===== src/core/motor_prot_regs.svh =====
`ifndef MOTOR_PROT_REGS_SVH
`define MOTOR_PROT_REGS_SVH

// Clock rate and thermal tick
`define MP_CLK_KHZ      25000
`define MP_TICK_MS      100
// Recovery periods in seconds
`define MP_MOTOR_REC_S  300
`define MP_THY_REC_S    30
`define MP_BYP_REC_S    60
// Trip classes in seconds to trip from cold at 7.2 x rated current
`define MP_CLASS10_S    10
`define MP_CLASS15_S    15
`define MP_CLASS20_S    20
// Heat margin at 7.2 x rated current, scaled by 100: 7.2^2 - 1
`define MP_HEAT_X100    5084
// Fixed thyristor trip value
`define MP_THY_TRIP     10'h0c8
// Reset values
`define MP_ACCUM_RST    40'h0
`define MP_CNT_RST      12'h0

`endif


===== src/core/motor_prot_pkg.sv =====
package motor_prot_pkg;

   typedef enum logic [3:0] {
      ST_IDLE    = 4'b0001,
      ST_RUN     = 4'b0010,
      ST_RECOVER = 4'b0100,
      ST_TRIPPED = 4'b1000
   } prot_state_e;

   typedef enum logic [2:0] {
      CAUSE_NONE   = 3'h0,
      CAUSE_MOTOR  = 3'h1,
      CAUSE_THY    = 3'h2,
      CAUSE_BYPASS = 3'h3,
      CAUSE_SENSOR = 3'h4
   } trip_cause_e;

   typedef struct packed {
      prot_state_e state;
      trip_cause_e cause;
      logic [31:0] tick_cnt;
      logic        tick;
      logic [11:0] rec_cnt;
      logic [39:0] accum;
      logic [11:0] ie;
      logic        motor_on;
      logic        fault;
      logic        setting_fault;
   } prot_regs_s;

endpackage : motor_prot_pkg


===== src/core/motor_protection_trip_recovery.sv =====
`timescale 1ns/1ps
`include "motor_prot_regs.svh"
// Behaviour
// - Motor model trip: five minute recovery, no restart before it ends.
// - Self-protection trip: 30 s for thyristors, 60 s for bypass.
// - Winding sensor trip: blocked until sensor reports cooled down.
// - Winding heating computed from current relative to rated motor current.
// - Overload trip when model reaches selected trip class characteristic.
// - Class sets cold trip time at 7.2 times rated current.
// - Rated current setting accepted only below starter rated current.
// - Supply loss during motor trip keeps trip and remaining time.
// - Supply loss during self-protection trip keeps trip and remaining time.
// - Supply loss without a trip keeps no thermal state.
// - Thyristor evaluation over fixed threshold disconnects the motor.
// - Sensor input selects thermistor or bimetal switch, separate terminals.
// - Sensor open wire or short circuit is a fault.
module motor_protection_trip_recovery #(
   parameter int                  TICK_CYCLES   = `MP_TICK_MS * `MP_CLK_KHZ,
   parameter logic [11:0]         STARTER_RATED = 12'h400
) (
   input  wire logic                        clk,
   input  wire logic                        rst,
   input  wire logic                        supply_ok,
   input  wire logic                        start_req,
   input  wire logic                        ack_req,
   input  wire logic [11:0]                 phase_current,
   input  wire logic [11:0]                 rated_current_cfg,
   input  wire logic [1:0]                  trip_class_sel,
   input  wire logic [9:0]                  heatsink_temp,
   input  wire logic                        bypass_overload,
   input  wire logic                        sensor_en,
   input  wire logic                        sensor_kind,
   input  wire logic                        ptc_hot,
   input  wire logic                        ptc_open_wire,
   input  wire logic                        ptc_short,
   input  wire logic                        bimetal_open,
   input  wire logic                        bimetal_wire_fault,
   output logic                             motor_on,
   output logic                             fault_out,
   output motor_prot_pkg::trip_cause_e      trip_cause,
   output logic                             recovery_busy,
   output logic                             setting_fault
);
   import motor_prot_pkg::*;

   localparam int          TICKS_PER_S  = 1000 / `MP_TICK_MS;
   localparam logic [11:0] MOTOR_TICKS  = 12'(`MP_MOTOR_REC_S * TICKS_PER_S);
   localparam logic [11:0] THY_TICKS    = 12'(`MP_THY_REC_S * TICKS_PER_S);
   localparam logic [11:0] BYP_TICKS    = 12'(`MP_BYP_REC_S * TICKS_PER_S);
   localparam logic [31:0] TICK_LAST    = 32'(TICK_CYCLES - 1);

   prot_regs_s  s_r;
   prot_regs_s  s_nxt;

   logic [23:0] cur_sq;
   logic [23:0] ie_sq;
   logic [15:0] class_k;
   logic [39:0] trip_level;
   logic [40:0] heat_sum;
   logic [10:0] thy_eval;
   logic        class_ok;
   logic        motor_trip;
   logic        thy_trip;
   logic        sensor_hot;
   logic        sensor_wire;
   logic        sensor_trip;
   logic        any_trip;

   function automatic logic [15:0] class_scale(input logic [1:0] sel);
      int secs;
      secs = 0;
      case (sel)
         2'h0:    secs = `MP_CLASS10_S;
         2'h1:    secs = `MP_CLASS15_S;
         2'h2:    secs = `MP_CLASS20_S;
         default: secs = 0;
      endcase
      return 16'((`MP_HEAT_X100 * secs * TICKS_PER_S) / 100);
   endfunction : class_scale

   always_comb begin
      class_k    = class_scale(trip_class_sel);
      class_ok   = (trip_class_sel != 2'h3);
      cur_sq     = 24'(phase_current * phase_current);
      ie_sq      = 24'(s_r.ie * s_r.ie);
      trip_level = 40'(ie_sq * class_k);
      heat_sum   = {1'b0, s_r.accum} + {17'h0, cur_sq};
      // Invalid class gives a zero level, which must not trip
      motor_trip = (s_r.accum >= trip_level) && (s_r.ie != 12'h0) && class_ok;
      thy_eval   = {1'b0, heatsink_temp} + {3'h0, phase_current[11:4]};
      thy_trip   = (thy_eval > {1'b0, `MP_THY_TRIP});
      sensor_hot  = sensor_kind ? bimetal_open : ptc_hot;
      sensor_wire = sensor_kind ? bimetal_wire_fault : (ptc_open_wire | ptc_short);
      sensor_trip = sensor_en && (sensor_hot || sensor_wire);
      any_trip    = motor_trip || thy_trip || bypass_overload || sensor_trip;
   end

   always_comb begin
      s_nxt      = s_r;
      s_nxt.tick = 1'b0;
      if (s_r.tick_cnt >= TICK_LAST) begin
         s_nxt.tick_cnt = 32'h0;
         s_nxt.tick     = 1'b1;
      end else begin
         s_nxt.tick_cnt = s_r.tick_cnt + 32'h1;
      end
      // Rating taken only below starter rating, while stopped
      if (s_r.state == ST_IDLE) begin
         s_nxt.setting_fault = (rated_current_cfg >= STARTER_RATED) || !class_ok;
         if ((rated_current_cfg < STARTER_RATED) && class_ok) begin
            s_nxt.ie = rated_current_cfg;
         end
      end
      // Thermal model keeps cooling during recovery
      if (s_r.tick) begin
         if (heat_sum > {17'h0, ie_sq}) begin
            s_nxt.accum = 40'(heat_sum - {17'h0, ie_sq});
         end else begin
            s_nxt.accum = `MP_ACCUM_RST;
         end
      end
      if (!supply_ok) begin
         s_nxt.motor_on = 1'b0;
         s_nxt.tick_cnt = s_r.tick_cnt;
         // Pending tick held so an outage loses no time
         s_nxt.tick     = s_r.tick;
         if ((s_r.state == ST_RECOVER) || (s_r.state == ST_TRIPPED)) begin
            // Motor trip and remaining time frozen
            s_nxt.accum = s_r.accum;
         end else begin
            s_nxt.accum = `MP_ACCUM_RST;
            s_nxt.state = ST_IDLE;
         end
      end else begin
         case (s_r.state)
            ST_IDLE, ST_RUN: begin
               if (any_trip) begin
                  s_nxt.state    = ST_RECOVER;
                  s_nxt.motor_on = 1'b0;
                  s_nxt.fault    = 1'b1;
                  // Longest recovery wins when several trip together
                  if (motor_trip) begin
                     s_nxt.cause   = CAUSE_MOTOR;
                     s_nxt.rec_cnt = MOTOR_TICKS;
                  end else if (bypass_overload) begin
                     s_nxt.cause   = CAUSE_BYPASS;
                     s_nxt.rec_cnt = BYP_TICKS;
                  end else if (thy_trip) begin
                     s_nxt.cause   = CAUSE_THY;
                     s_nxt.rec_cnt = THY_TICKS;
                  end else begin
                     // Sensor recovery has no fixed time
                     s_nxt.cause   = CAUSE_SENSOR;
                     s_nxt.rec_cnt = `MP_CNT_RST;
                  end
               end else if (s_r.state == ST_IDLE) begin
                  if (start_req && !s_r.setting_fault) begin
                     s_nxt.state    = ST_RUN;
                     s_nxt.motor_on = 1'b1;
                  end
               end else if (!start_req) begin
                  s_nxt.state    = ST_IDLE;
                  s_nxt.motor_on = 1'b0;
               end
            end
            ST_RECOVER: begin
               s_nxt.motor_on = 1'b0;
               s_nxt.fault    = 1'b1;
               if (s_r.rec_cnt != `MP_CNT_RST) begin
                  if (s_r.tick) begin
                     s_nxt.rec_cnt = s_r.rec_cnt - 12'h1;
                  end
               end else if ((s_r.cause != CAUSE_SENSOR) || !sensor_trip) begin
                  s_nxt.state = ST_TRIPPED;
               end
            end
            ST_TRIPPED: begin
               // Late acknowledge; a new trip source keeps it latched
               if (ack_req && !any_trip) begin
                  s_nxt.state = ST_IDLE;
                  s_nxt.fault = 1'b0;
                  s_nxt.cause = CAUSE_NONE;
               end
            end
            default: begin
               s_nxt.state    = ST_IDLE;
               s_nxt.motor_on = 1'b0;
            end
         endcase
      end
   end

   always_ff @(posedge clk) begin
      if (rst) begin
         s_r               <= '0;
         s_r.state         <= ST_IDLE;
         s_r.cause         <= CAUSE_NONE;
         s_r.accum         <= `MP_ACCUM_RST;
         s_r.rec_cnt       <= `MP_CNT_RST;
      end else begin
         s_r <= s_nxt;
      end
   end

   assign motor_on      = s_r.motor_on;
   assign fault_out     = s_r.fault;
   assign trip_cause    = s_r.cause;
   // One-hot bit, so the output comes straight from a flop
   assign recovery_busy = s_r.state[2];
   assign setting_fault = s_r.setting_fault;

   a_motor_rec_len: assert property (@(posedge clk) disable iff (rst)
      (s_r.state != ST_RECOVER) ##1 (s_r.state == ST_RECOVER && s_r.cause == CAUSE_MOTOR)
      |-> s_r.rec_cnt == MOTOR_TICKS)
      else $error("motor recovery length wrong");

   a_byp_rec_len: assert property (@(posedge clk) disable iff (rst)
      $rose(s_r.state == ST_RECOVER) && s_r.cause == CAUSE_BYPASS |-> s_r.rec_cnt == BYP_TICKS)
      else $error("bypass recovery length wrong");

   a_thy_rec_len: assert property (@(posedge clk) disable iff (rst)
      $rose(s_r.state == ST_RECOVER) && s_r.cause == CAUSE_THY |-> s_r.rec_cnt == THY_TICKS)
      else $error("thyristor recovery length wrong");

   a_sensor_hold: assert property (@(posedge clk) disable iff (rst)
      s_r.state == ST_RECOVER && s_r.cause == CAUSE_SENSOR && sensor_trip |=> s_r.state == ST_RECOVER)
      else $error("sensor recovery left while hot");

   a_overload_trip: assert property (@(posedge clk) disable iff (rst)
      supply_ok && s_r.state == ST_RUN && motor_trip |=> s_r.state == ST_RECOVER && s_r.cause == CAUSE_MOTOR)
      else $error("overload trip missed");

   a_setting_block: assert property (@(posedge clk) disable iff (rst)
      s_r.state == ST_IDLE && s_r.setting_fault |=> !s_r.motor_on)
      else $error("motor started with bad setting");

   a_supply_keep: assert property (@(posedge clk) disable iff (rst)
      s_r.state == ST_RECOVER && !supply_ok |=> s_r.state == ST_RECOVER && s_r.rec_cnt == $past(s_r.rec_cnt))
      else $error("trip state lost on supply loss");

   a_no_trip_clear: assert property (@(posedge clk) disable iff (rst)
      !supply_ok && (s_r.state == ST_RUN || s_r.state == ST_IDLE) |=> s_r.accum == 40'h0)
      else $error("thermal state kept without trip");

   a_thy_trip: assert property (@(posedge clk) disable iff (rst)
      supply_ok && s_r.state == ST_RUN && thy_trip |=> !s_r.motor_on ##0 s_r.fault)
      else $error("thyristor overload did not disconnect");

   a_wire_fault: assert property (@(posedge clk) disable iff (rst)
      supply_ok && sensor_en && sensor_wire && s_r.state == ST_IDLE |=> s_r.state == ST_RECOVER)
      else $error("sensor wire fault not tripped");

   a_rec_ignore: assert property (@(posedge clk) disable iff (rst)
      s_r.state == ST_RECOVER |-> !s_r.motor_on && s_r.fault ##1 s_r.state != ST_IDLE)
      else $error("recovery not held");

   a_tick_period: assert property (@(posedge clk) disable iff (rst)
      s_r.tick && $past(supply_ok) |-> $past(s_r.tick_cnt) == TICK_LAST)
      else $error("tick out of place");

   a_recover_hold: assert property (@(posedge clk) disable iff (rst)
      s_r.state == ST_RECOVER && s_r.rec_cnt != 12'h0 |=> s_r.state == ST_RECOVER)
      else $error("recovery left before count ran out");

   a_thy_cause: assert property (@(posedge clk) disable iff (rst)
      supply_ok && s_r.state == ST_RUN && thy_trip && !motor_trip && !bypass_overload |=> s_r.cause == CAUSE_THY)
      else $error("thyristor trip cause wrong");

   a_rated_take: assert property (@(posedge clk) disable iff (rst)
      s_r.state == ST_IDLE && rated_current_cfg < STARTER_RATED && trip_class_sel != 2'h3
      |=> s_r.ie == $past(rated_current_cfg))
      else $error("valid rating not taken");

   a_model_keep: assert property (@(posedge clk) disable iff (rst)
      s_r.state == ST_RECOVER && !supply_ok |=> s_r.accum == $past(s_r.accum))
      else $error("thermal model lost on supply loss");

   a_self_keep: assert property (@(posedge clk) disable iff (rst)
      s_r.state == ST_RECOVER && !supply_ok |=> s_r.cause == $past(s_r.cause) && s_r.fault && !s_r.motor_on)
      else $error("trip cause lost on supply loss");

   a_pair_select: assert property (@(posedge clk) disable iff (rst)
      supply_ok && s_r.state == ST_RUN && sensor_en && sensor_kind && bimetal_open |=> s_r.state == ST_RECOVER)
      else $error("switch pair not evaluated");

endmodule : motor_protection_trip_recovery


===== config.mk =====
export PLATFORM = sky130hd
export DESIGN_NAME = motor_protection_trip_recovery
export DESIGN_NICKNAME = d
export VERILOG_FILES = /design/src/core/motor_prot_pkg.sv /design/src/core/motor_protection_trip_recovery.sv
export VERILOG_INCLUDE_DIRS = /design/src /design/src/core
export SDC_FILE = /design/constraint.sdc
export NUM_CORES = 2
export LEC_CHECK = 0
export ABC_AREA = 1
export BUFFER_PORTS_ARGS = -buffer_cell sky130_fd_sc_hd__buf_2
export CAP_MARGIN = 0
export CORE_ASPECT_RATIO = 0.7
export CORE_UTILIZATION = 35
export DETAILED_ROUTE_END_ITERATION = 10
export PLACE_DENSITY_LB_ADDON = 0.12
export SLEW_MARGIN = 10
export SYNTH_ARGS = -nofsm -noshare
export SYNTH_HDL_FRONTEND = slang
export SYNTH_SLANG_ARGS = --single-unit

===== constraint.sdc =====
create_clock -name clk -period 20.4 [get_ports clk]
set_input_delay 6.12 -clock clk [delete_from_list [all_inputs] [get_ports clk]]
set_output_delay 6.12 -clock clk [all_outputs]
set_load 0.1 [all_outputs]

* After elaboration in Yosys (flattened, before gate mapping)
Index checks and enable logic that the tools add are counted.
W data, S select, Z words.
** Operators by class
- Add/subtract/negate cells :: 5
- Multiply operators :: 5
- Div/mod/pow operators :: 1
- Order comparisons :: 6
- Equal/unequal tests :: 21
- Mux-type cells :: 39
- Bitwise operators :: 3
- Reduce and logical (&&, ||, !) cells :: 32
** Operators with widths (count)
- $mux W40 :: 4
- $mul A12 B12 Y24 :: 2
- $mux W12 :: 4
- $add A40 B24 Y41 :: 1
- $gt A41 B24 Y1 :: 1
- $ge A40 B40 Y1 :: 1
- $mul A24 B16 Y40 :: 1
- $sub A40 B24 Y40 :: 1
- $add A32 B1 Y32 const B :: 1
- $div A32 B8 Y32 const B :: 1
- $ge A32 B22 Y1 const B :: 1
- $mul A12 B32 Y30 const A :: 1
- $mux W32 :: 1
- $mux W4 :: 8
- $mul A30 B4 Y29 const B :: 1
- $pmux W12 S2 :: 1
- $reduce_bool A12 Y1 :: 2
- $pmux W5 S3 :: 1
- $ge A12 B11 Y1 const B :: 1
- $lt A12 B11 Y1 const B :: 1
- $mux W3 :: 4
- $pmux W4 S3 :: 1
- $sub A12 B1 Y12 const B :: 1
- $add A10 B8 Y11 :: 1
- 34 further kinds :: 70
** Word-level totals
- Register bits :: 107
- Input bits :: 49
- Output and inout port bits :: 7
- Logic and storage cells :: 122

* Logic depth before layout (Yosys ltp)
- Depth in word-level cells :: 17
- Mapped depth :: 102
- Mapped depth without buffers :: 100

* Worst setup path after synthesis
Ideal clock, no wire load.
- Kind :: input to register
- Start :: in trip_class_sel[0]
- End :: reg s_r[56] (netlist bit)
- Library setup time :: 116 ps
- Data arrival time :: 18142 ps
- Required time :: 20284 ps
- Path slack :: 2143 ps
- Stages :: 81
- Path buffers :: 6
- Path through :: ha_1 buf_4 buf_6 clkbuf_1 nor2_1 inv_1 nor2_1 ha_1 or2_1 a21oi_2 nand2_2 a22oi_1 nand3_2 nand2_2 nand3_4 nand2_1 nand2_2 o21ai_2 [... 45 more ...] inv_1 a221oi_1 o21ai_0 a31oi_1 o41ai_1 nand2_1 inv_1 nor2_1 inv_1 nor2_1 o21ai_0 nand2_1 inv_1 nand2_1 clkinv_1 clkbuf_1 o21ai_0 nor2_1
** Between the ends
- Cells in the longest elaborated chain, start to end :: 14
- Elaborated cells between the ends (all ways) :: 20
- Classes of those cells :: mul: 3; div: 1; order compare: 1; eq/ne: 4; mux: 4; reduce/logical: 7
** RTL lines
- start, declared :: RTL line motor_protection_trip_recovery.sv:28 : input wire logic [1:0] trip_class_sel,
- $eq A2 B2 Y1, or another cell as far along :: RTL line motor_protection_trip_recovery.sv:72 : case (sel)
- $pmux W5 S3 :: RTL line motor_protection_trip_recovery.sv:72
- $mul A12 B32 Y30 (no line)
- $mul A30 B4 Y29 (no line)
- $div A32 B8 Y32 :: RTL line motor_protection_trip_recovery.sv:78 : return 16'((`MP_HEAT_X100 * secs * TICKS_PER_S) / 100);
- $mul A24 B16 Y40 :: RTL line motor_protection_trip_recovery.sv:86 : trip_level = 40'(ie_sq * class_k);
- $ge A40 B40 Y1 :: RTL line motor_protection_trip_recovery.sv:89 : motor_trip = (s_r.accum >= trip_level) && (s_r.ie != 12'h0) && class_ok;
- $logic_and A1 B1 Y1 :: RTL line motor_protection_trip_recovery.sv:89
- $logic_and A1 B1 Y1 * :: RTL line motor_protection_trip_recovery.sv:89
- $logic_or A1 B1 Y1 (3 in series) :: RTL line motor_protection_trip_recovery.sv:95 : any_trip = motor_trip || thy_trip || bypass_overload || sensor_trip;
- $ne A2 B2 Y1 (no line)
- $reduce_and A5 Y1 (no line)
- end signal, assigned :: RTL line motor_protection_trip_recovery.sv:201 : s_r <= s_nxt;
- end, declared :: RTL line motor_protection_trip_recovery.sv:52 : prot_regs_s s_r;
Mark *: on every way between the ends. The rest lies on a longest branch, timed or not. The select of a mux whose other input is x is not followed.
A chain may end at the register's enable or synchronous reset.

* Worst setup path after layout
- Start :: in trip_class_sel[0]
- End :: reg s_r[65] (netlist bit)
** Between the ends
- Cells in the longest elaborated chain, start to end :: 14
- Elaborated cells between the ends (all ways) :: 17
- Classes of those cells :: mul: 3; div: 1; order compare: 1; eq/ne: 4; mux: 1; reduce/logical: 7
** RTL lines (RTL line)
- $eq A2 B2 Y1, or another cell as far along :: motor_protection_trip_recovery.sv:72
- $pmux W5 S3 :: motor_protection_trip_recovery.sv:72
- $mul A12 B32 Y30 (no line)
- $mul A30 B4 Y29 (no line)
- $div A32 B8 Y32 :: motor_protection_trip_recovery.sv:78
- $mul A24 B16 Y40 :: motor_protection_trip_recovery.sv:86
- $ge A40 B40 Y1 :: motor_protection_trip_recovery.sv:89
- $logic_and A1 B1 Y1 :: motor_protection_trip_recovery.sv:89
- $logic_and A1 B1 Y1 * :: motor_protection_trip_recovery.sv:89
- $logic_or A1 B1 Y1 * (3 in series) :: motor_protection_trip_recovery.sv:95
- $ne A2 B2 Y1 (no line) *
- $reduce_and A5 Y1 (no line) *
Mark *: on every way between the ends. The rest lies on a longest branch, timed or not.

==> flow_summary.rst <==
.. list-table::
   :header-rows: 1

   * - Metric
     - Value
   * - Number of diodes added for antenna fixing
     - 0
   * - CTS H-Tree Depth
     - 3
   * - Leakage
     - 0.01600 uW
   * - XOR/XNOR Fraction of Synth Area
     - 0.04837
   * - Bufs on Longest Clock Path
     - 2
   * - Clock-pin transition on the worst setup and hold timing paths
     - 90 ps
   * - TritonCTS clock tree
     - done
   * - Cell Int Power
     - 1369 uW
   * - Final std cells w/o fill
     - between 4000 and 5000
   * - Area of the multi-input gates
     - 0.02237 sq mm
   * - Synth Cell Area
     - 0.02843 sq mm
   * - Number of flops mapped to enable cells by yosys
     - 0
   * - Detailed-route DRC error count
     - 1
   * - Main combinational cell family by area after synthesis
     - adder cells
   * - Final Max Tran Viols
     - 0
   * - Routability-driven placement congestion ratio
     - 0.8678
   * - Sinks on Clock Net
     - approximately 110
   * - Clock insertion delay at the later pin of the skew report
     - 410 ps
   * - Setup violation total in the final timing report
     - 0
   * - Most common library cell in the layout ignoring fill and taps
     - inv_1
   * - Ratio of final minimum period to clock period
     - 0.9323
   * - Reg-to-reg setup timing slack
     - 4930 ps
   * - Die area
     - 0.08238 sq mm
   * - Highest-delay cell along the critical path
     - fa_1
   * - Number of distinct library cell variants in the gate-level netlist after synthesis
     - 63
   * - Sort of element at the end of the critical path
     - register
   * - Setup_tns
     - 0 ps
   * - Library cell used as clock root buffer
     - clkbuf_16
   * - CTS Buf Count
     - 9
   * - Share of cell area taken by muxes after synthesis
     - 0.0003961
   * - Detailed Route Iter0 Violations
     - 1280
   * - Die H
     - 240.4 um
   * - Hold Path Class
     - register to register
   * - Final HPWL DP
     - 63570 um
   * - Sequential standard cell area
     - 0.002142 sq mm
   * - Simple-gate portion of the synthesized area
     - 0.1825
   * - Routed wire length
     - 75930 um
   * - Crit path largest cell delay
     - between 500 and 600 ps
   * - Number of primary I/O pins
     - 56
   * - Max-cap violations
     - 0
   * - Violated checks
     - DRC
   * - Switch Pwr
     - 1793 uW
   * - Number of instances in the synthesized netlist
     - 3684
   * - Count of buffers from port buffering
     - 55
   * - Data arrival at the endpoint of the critical path
     - 19310 ps
   * - Min-Delay Endpoint
     - s_r[93]$_SDFFE_PP0P_
   * - Final net count
     - 4529
   * - Compound-gate portion of the synthesized area
     - 0.07636
   * - Tot GR Track Use
     - 0.1994
   * - Register bit total from synthesis
     - 107
   * - Post-route clock skew
     - 19.47 ps
   * - Cell row count
     - 87
   * - Startpoint of the worst register-to-register path
     - s_r[5]$_SDFFE_PP0P_
   * - Share of async-settable or async-resettable flops after synthesis
     - 0
   * - Highest attainable clock frequency
     - between 50 and 60 MHz
   * - Cell Pwr Density
     - ~100 mW/mm^2
   * - Startpoint of the tightest hold check path
     - s_r[93]$_SDFFE_PP0P_
   * - Worst supply voltage drop on vdd
     - 226.5 uV
   * - Synth Area in Adders
     - 0.4764
   * - Length in cells of the worst reg-to-reg path
     - 78
   * - Category of the critical setup timing path
     - input port to register
   * - Primary FF master, synth
     - dfxtp_1
   * - Endpoint of the worst register-to-register path
     - s_r[65]$_SDFFE_PP0P_
   * - Chip Width
     - 342.6 um
   * - Average wire per standard cell
     - 15.98 um
   * - Portion of the post-synthesis area used by sequential elements
     - 0.07535
   * - Largest fanout of any net on the critical path
     - 26
   * - Hold buffers post-CTS
     - 0
   * - Congestion Overflow GR
     - 0
   * - Leading cell types in the layout, fill and taps excluded
     - inv_1, nand2_1, fa_1, ha_1, nor2_1
   * - Mean Syn Cell Area
     - slightly below 8 sq um
   * - Fillcell total
     - 8593
   * - Maximum number of pins on one net before global-route repair
     - a little under 60
   * - Warnings, synthesis
     - 0
   * - Switching portion of total power
     - 0.5670
   * - CP startpoint kind
     - input port
   * - Total count of hold-check failures in the final report
     - 0
   * - Number of global-route vias before repair
     - 23030
   * - Remaining antenna violation count
     - 0
   * - Final critical path time including I/O delays and setup
     - approximately 19000 ps
   * - Fraction of layout cells with a size suffix above 1
     - 0.05727
   * - Initial Util
     - 0.3534
   * - Core Footprint
     - 0.08044 sq mm
   * - WHS
     - 443.6 ps
   * - Actual slew at the worst max-slew pin
     - roughly 1100 ps
   * - Instance count after placement with tap cells included
     - 4734
   * - Critical path required time
     - just over 20000 ps
   * - Via density per instance
     - 4.649
   * - Sequential share of power
     - 0.072
   * - Worst slew margin relative to its limit
     - 0.2992
   * - First-pass GRT wire length
     - 128700 um
   * - Relative contribution of the clock network to total power
     - 0.063
   * - Number of antenna violations at the first check in global routing
     - 1
   * - Syn_nets
     - around 4500
   * - DR pass1 iterations
     - 9
   * - Instance count along the most critical hold path
     - 2
   * - Overall via count from detail_route
     - 22090
   * - Area Growth Syn to Fin
     - 6.135%
   * - Combinational group share of total power
     - 0.864
   * - Status
     - complete, but fails checks
   * - Cell repeated most along the worst path
     - inv_1
flip-flops by register name, indices dropped and copies added (netlist names):
name / cells
setting_fault: 1
motor_on: 1
s_r: 100
trip_cause: 3
recovery_busy: 1
fault_out: 1
power by group through the flow:
stage / clock (uW) / sequential, uW / combinational (uW)
2_1_floorplan: 0 / 232 / 2110
3_3_place_gp: 0 / 234 / 2720
3_5_place_dp: 0 / 233 / 2710
4_1_cts: 213 / 229 / 2730
5_1_grt: 218 / 230 / 3190
6_report: 200 / 228 / 2730
final cells by class:
| class | count | area share |
|---|---|---|
| clock buffer | 9 | 0.007465 |
| clock inverter | 7 | 0.002737 |
| inverter | 911 | 0.1135 |
| multi-input combinational | 2553 | 0.7414 |
| sequential | 107 | 0.07100 |
| tap | 1068 | 0.04429 |
| timing repair buffer | 97 | 0.01970 |
per-layer routing:
metal | routed length, um | global-route usage
met2 | 30560 | 0.2891
met3 | 3353 | 0.03020
met1 | 41370 | 0.3132
met4 | 647 | 0.02611
met5 | 0 | 0
timing repair:
action                                  in CTS  in global routing
resized for setup                            0                 19
setup buffers                                0                  2
endpoints found under the setup margin       0                 21
synthesized netlist by cell type, types with 5 or more instances:
cell type	n	area share
nand3_1	101	0.018
fa_1	469	0.33
nor4_1	12	0.0026
ha_1	332	0.15
dfxtp_1	107	0.075
o21ai_0	70	0.012
o21a_1	7	0.0018
buf_2	5	0.00088
clkbuf_1	79	0.010
o31ai_1	5	0.0013
nor2_4	5	0.0020
a31oi_1	12	0.0026
nor2_1	226	0.030
nand3_2	9	0.0032
nand2_2	17	0.0037
xor2_1	105	0.032
o211ai_1	11	0.0029
a21oi_1	210	0.037
buf_4	11	0.0029
inv_2	5	0.00066
inv_1	899	0.12
clkinv_1	7	0.00092
xnor2_1	52	0.016
o21ai_1	9	0.0016
or2_2	15	0.0033
nand4_1	37	0.0081
nand2_1	724	0.096
o21bai_1	8	0.0021
nand3b_1	7	0.0018
nor3_1	39	0.0069
buf_6	12	0.0048
a211oi_1	6	0.0016
a21oi_2	11	0.0034
a21o_1	5	0.0013
cells by family after synthesis:
kind of cell | Yosys count
mux | 1
simple gates | 1213
fa+ha+maj | 801
compound gates | 381
xor+xnor | 157
buf+inv | 1024
flops | 107
through the flow:
stage / area, sq um / total power, uW / util / setup WS (ps)
global route: 30170 / 3643 / 0.3751 / -31.56
global placement: 29790 / 2958 / 0.3703 / 480.4
detailed placement: 29790 / 2940 / 0.3703 / 238.6
CTS: 30100 / 3174 / 0.3741 / 648.0
finish: 30170 / 3162 / 0.3751 / 1381
floorplan: 28430 / 2338 / - / 2143
worst max path at each step:
stage | start | to | cells after the start | slack [ps]
3_5_place_dp | trip_class_sel[0] | s_r[65]$_SDFFE_PP0P_ | 85 | 240
3_3_place_gp | trip_class_sel[0] | s_r[65]$_SDFFE_PP0P_ | 85 | 480
2_1_floorplan | trip_class_sel[0] | s_r[56]$_SDFFE_PP0P_ | 81 | 2140
6_report | trip_class_sel[0] | s_r[65]$_SDFFE_PP0P_ | 85 | 1380
4_1_cts | trip_class_sel[0] | s_r[65]$_SDFFE_PP0P_ | 85 | 650
5_1_grt | trip_class_sel[0] | s_r[65]$_SDFFE_PP0P_ | 84 | -30
critical path, delay by kind of cell:
family                   cells  cell delay, ps
adder cells (fa/ha/maj)     10            4240
XOR/XNOR                     2             320
AND/OR/NAND/NOR             36            3580
buffers and inverters       18            1870
AO/OA/AOI/OAI               19            3100
(Power assumes the default switching activity.)
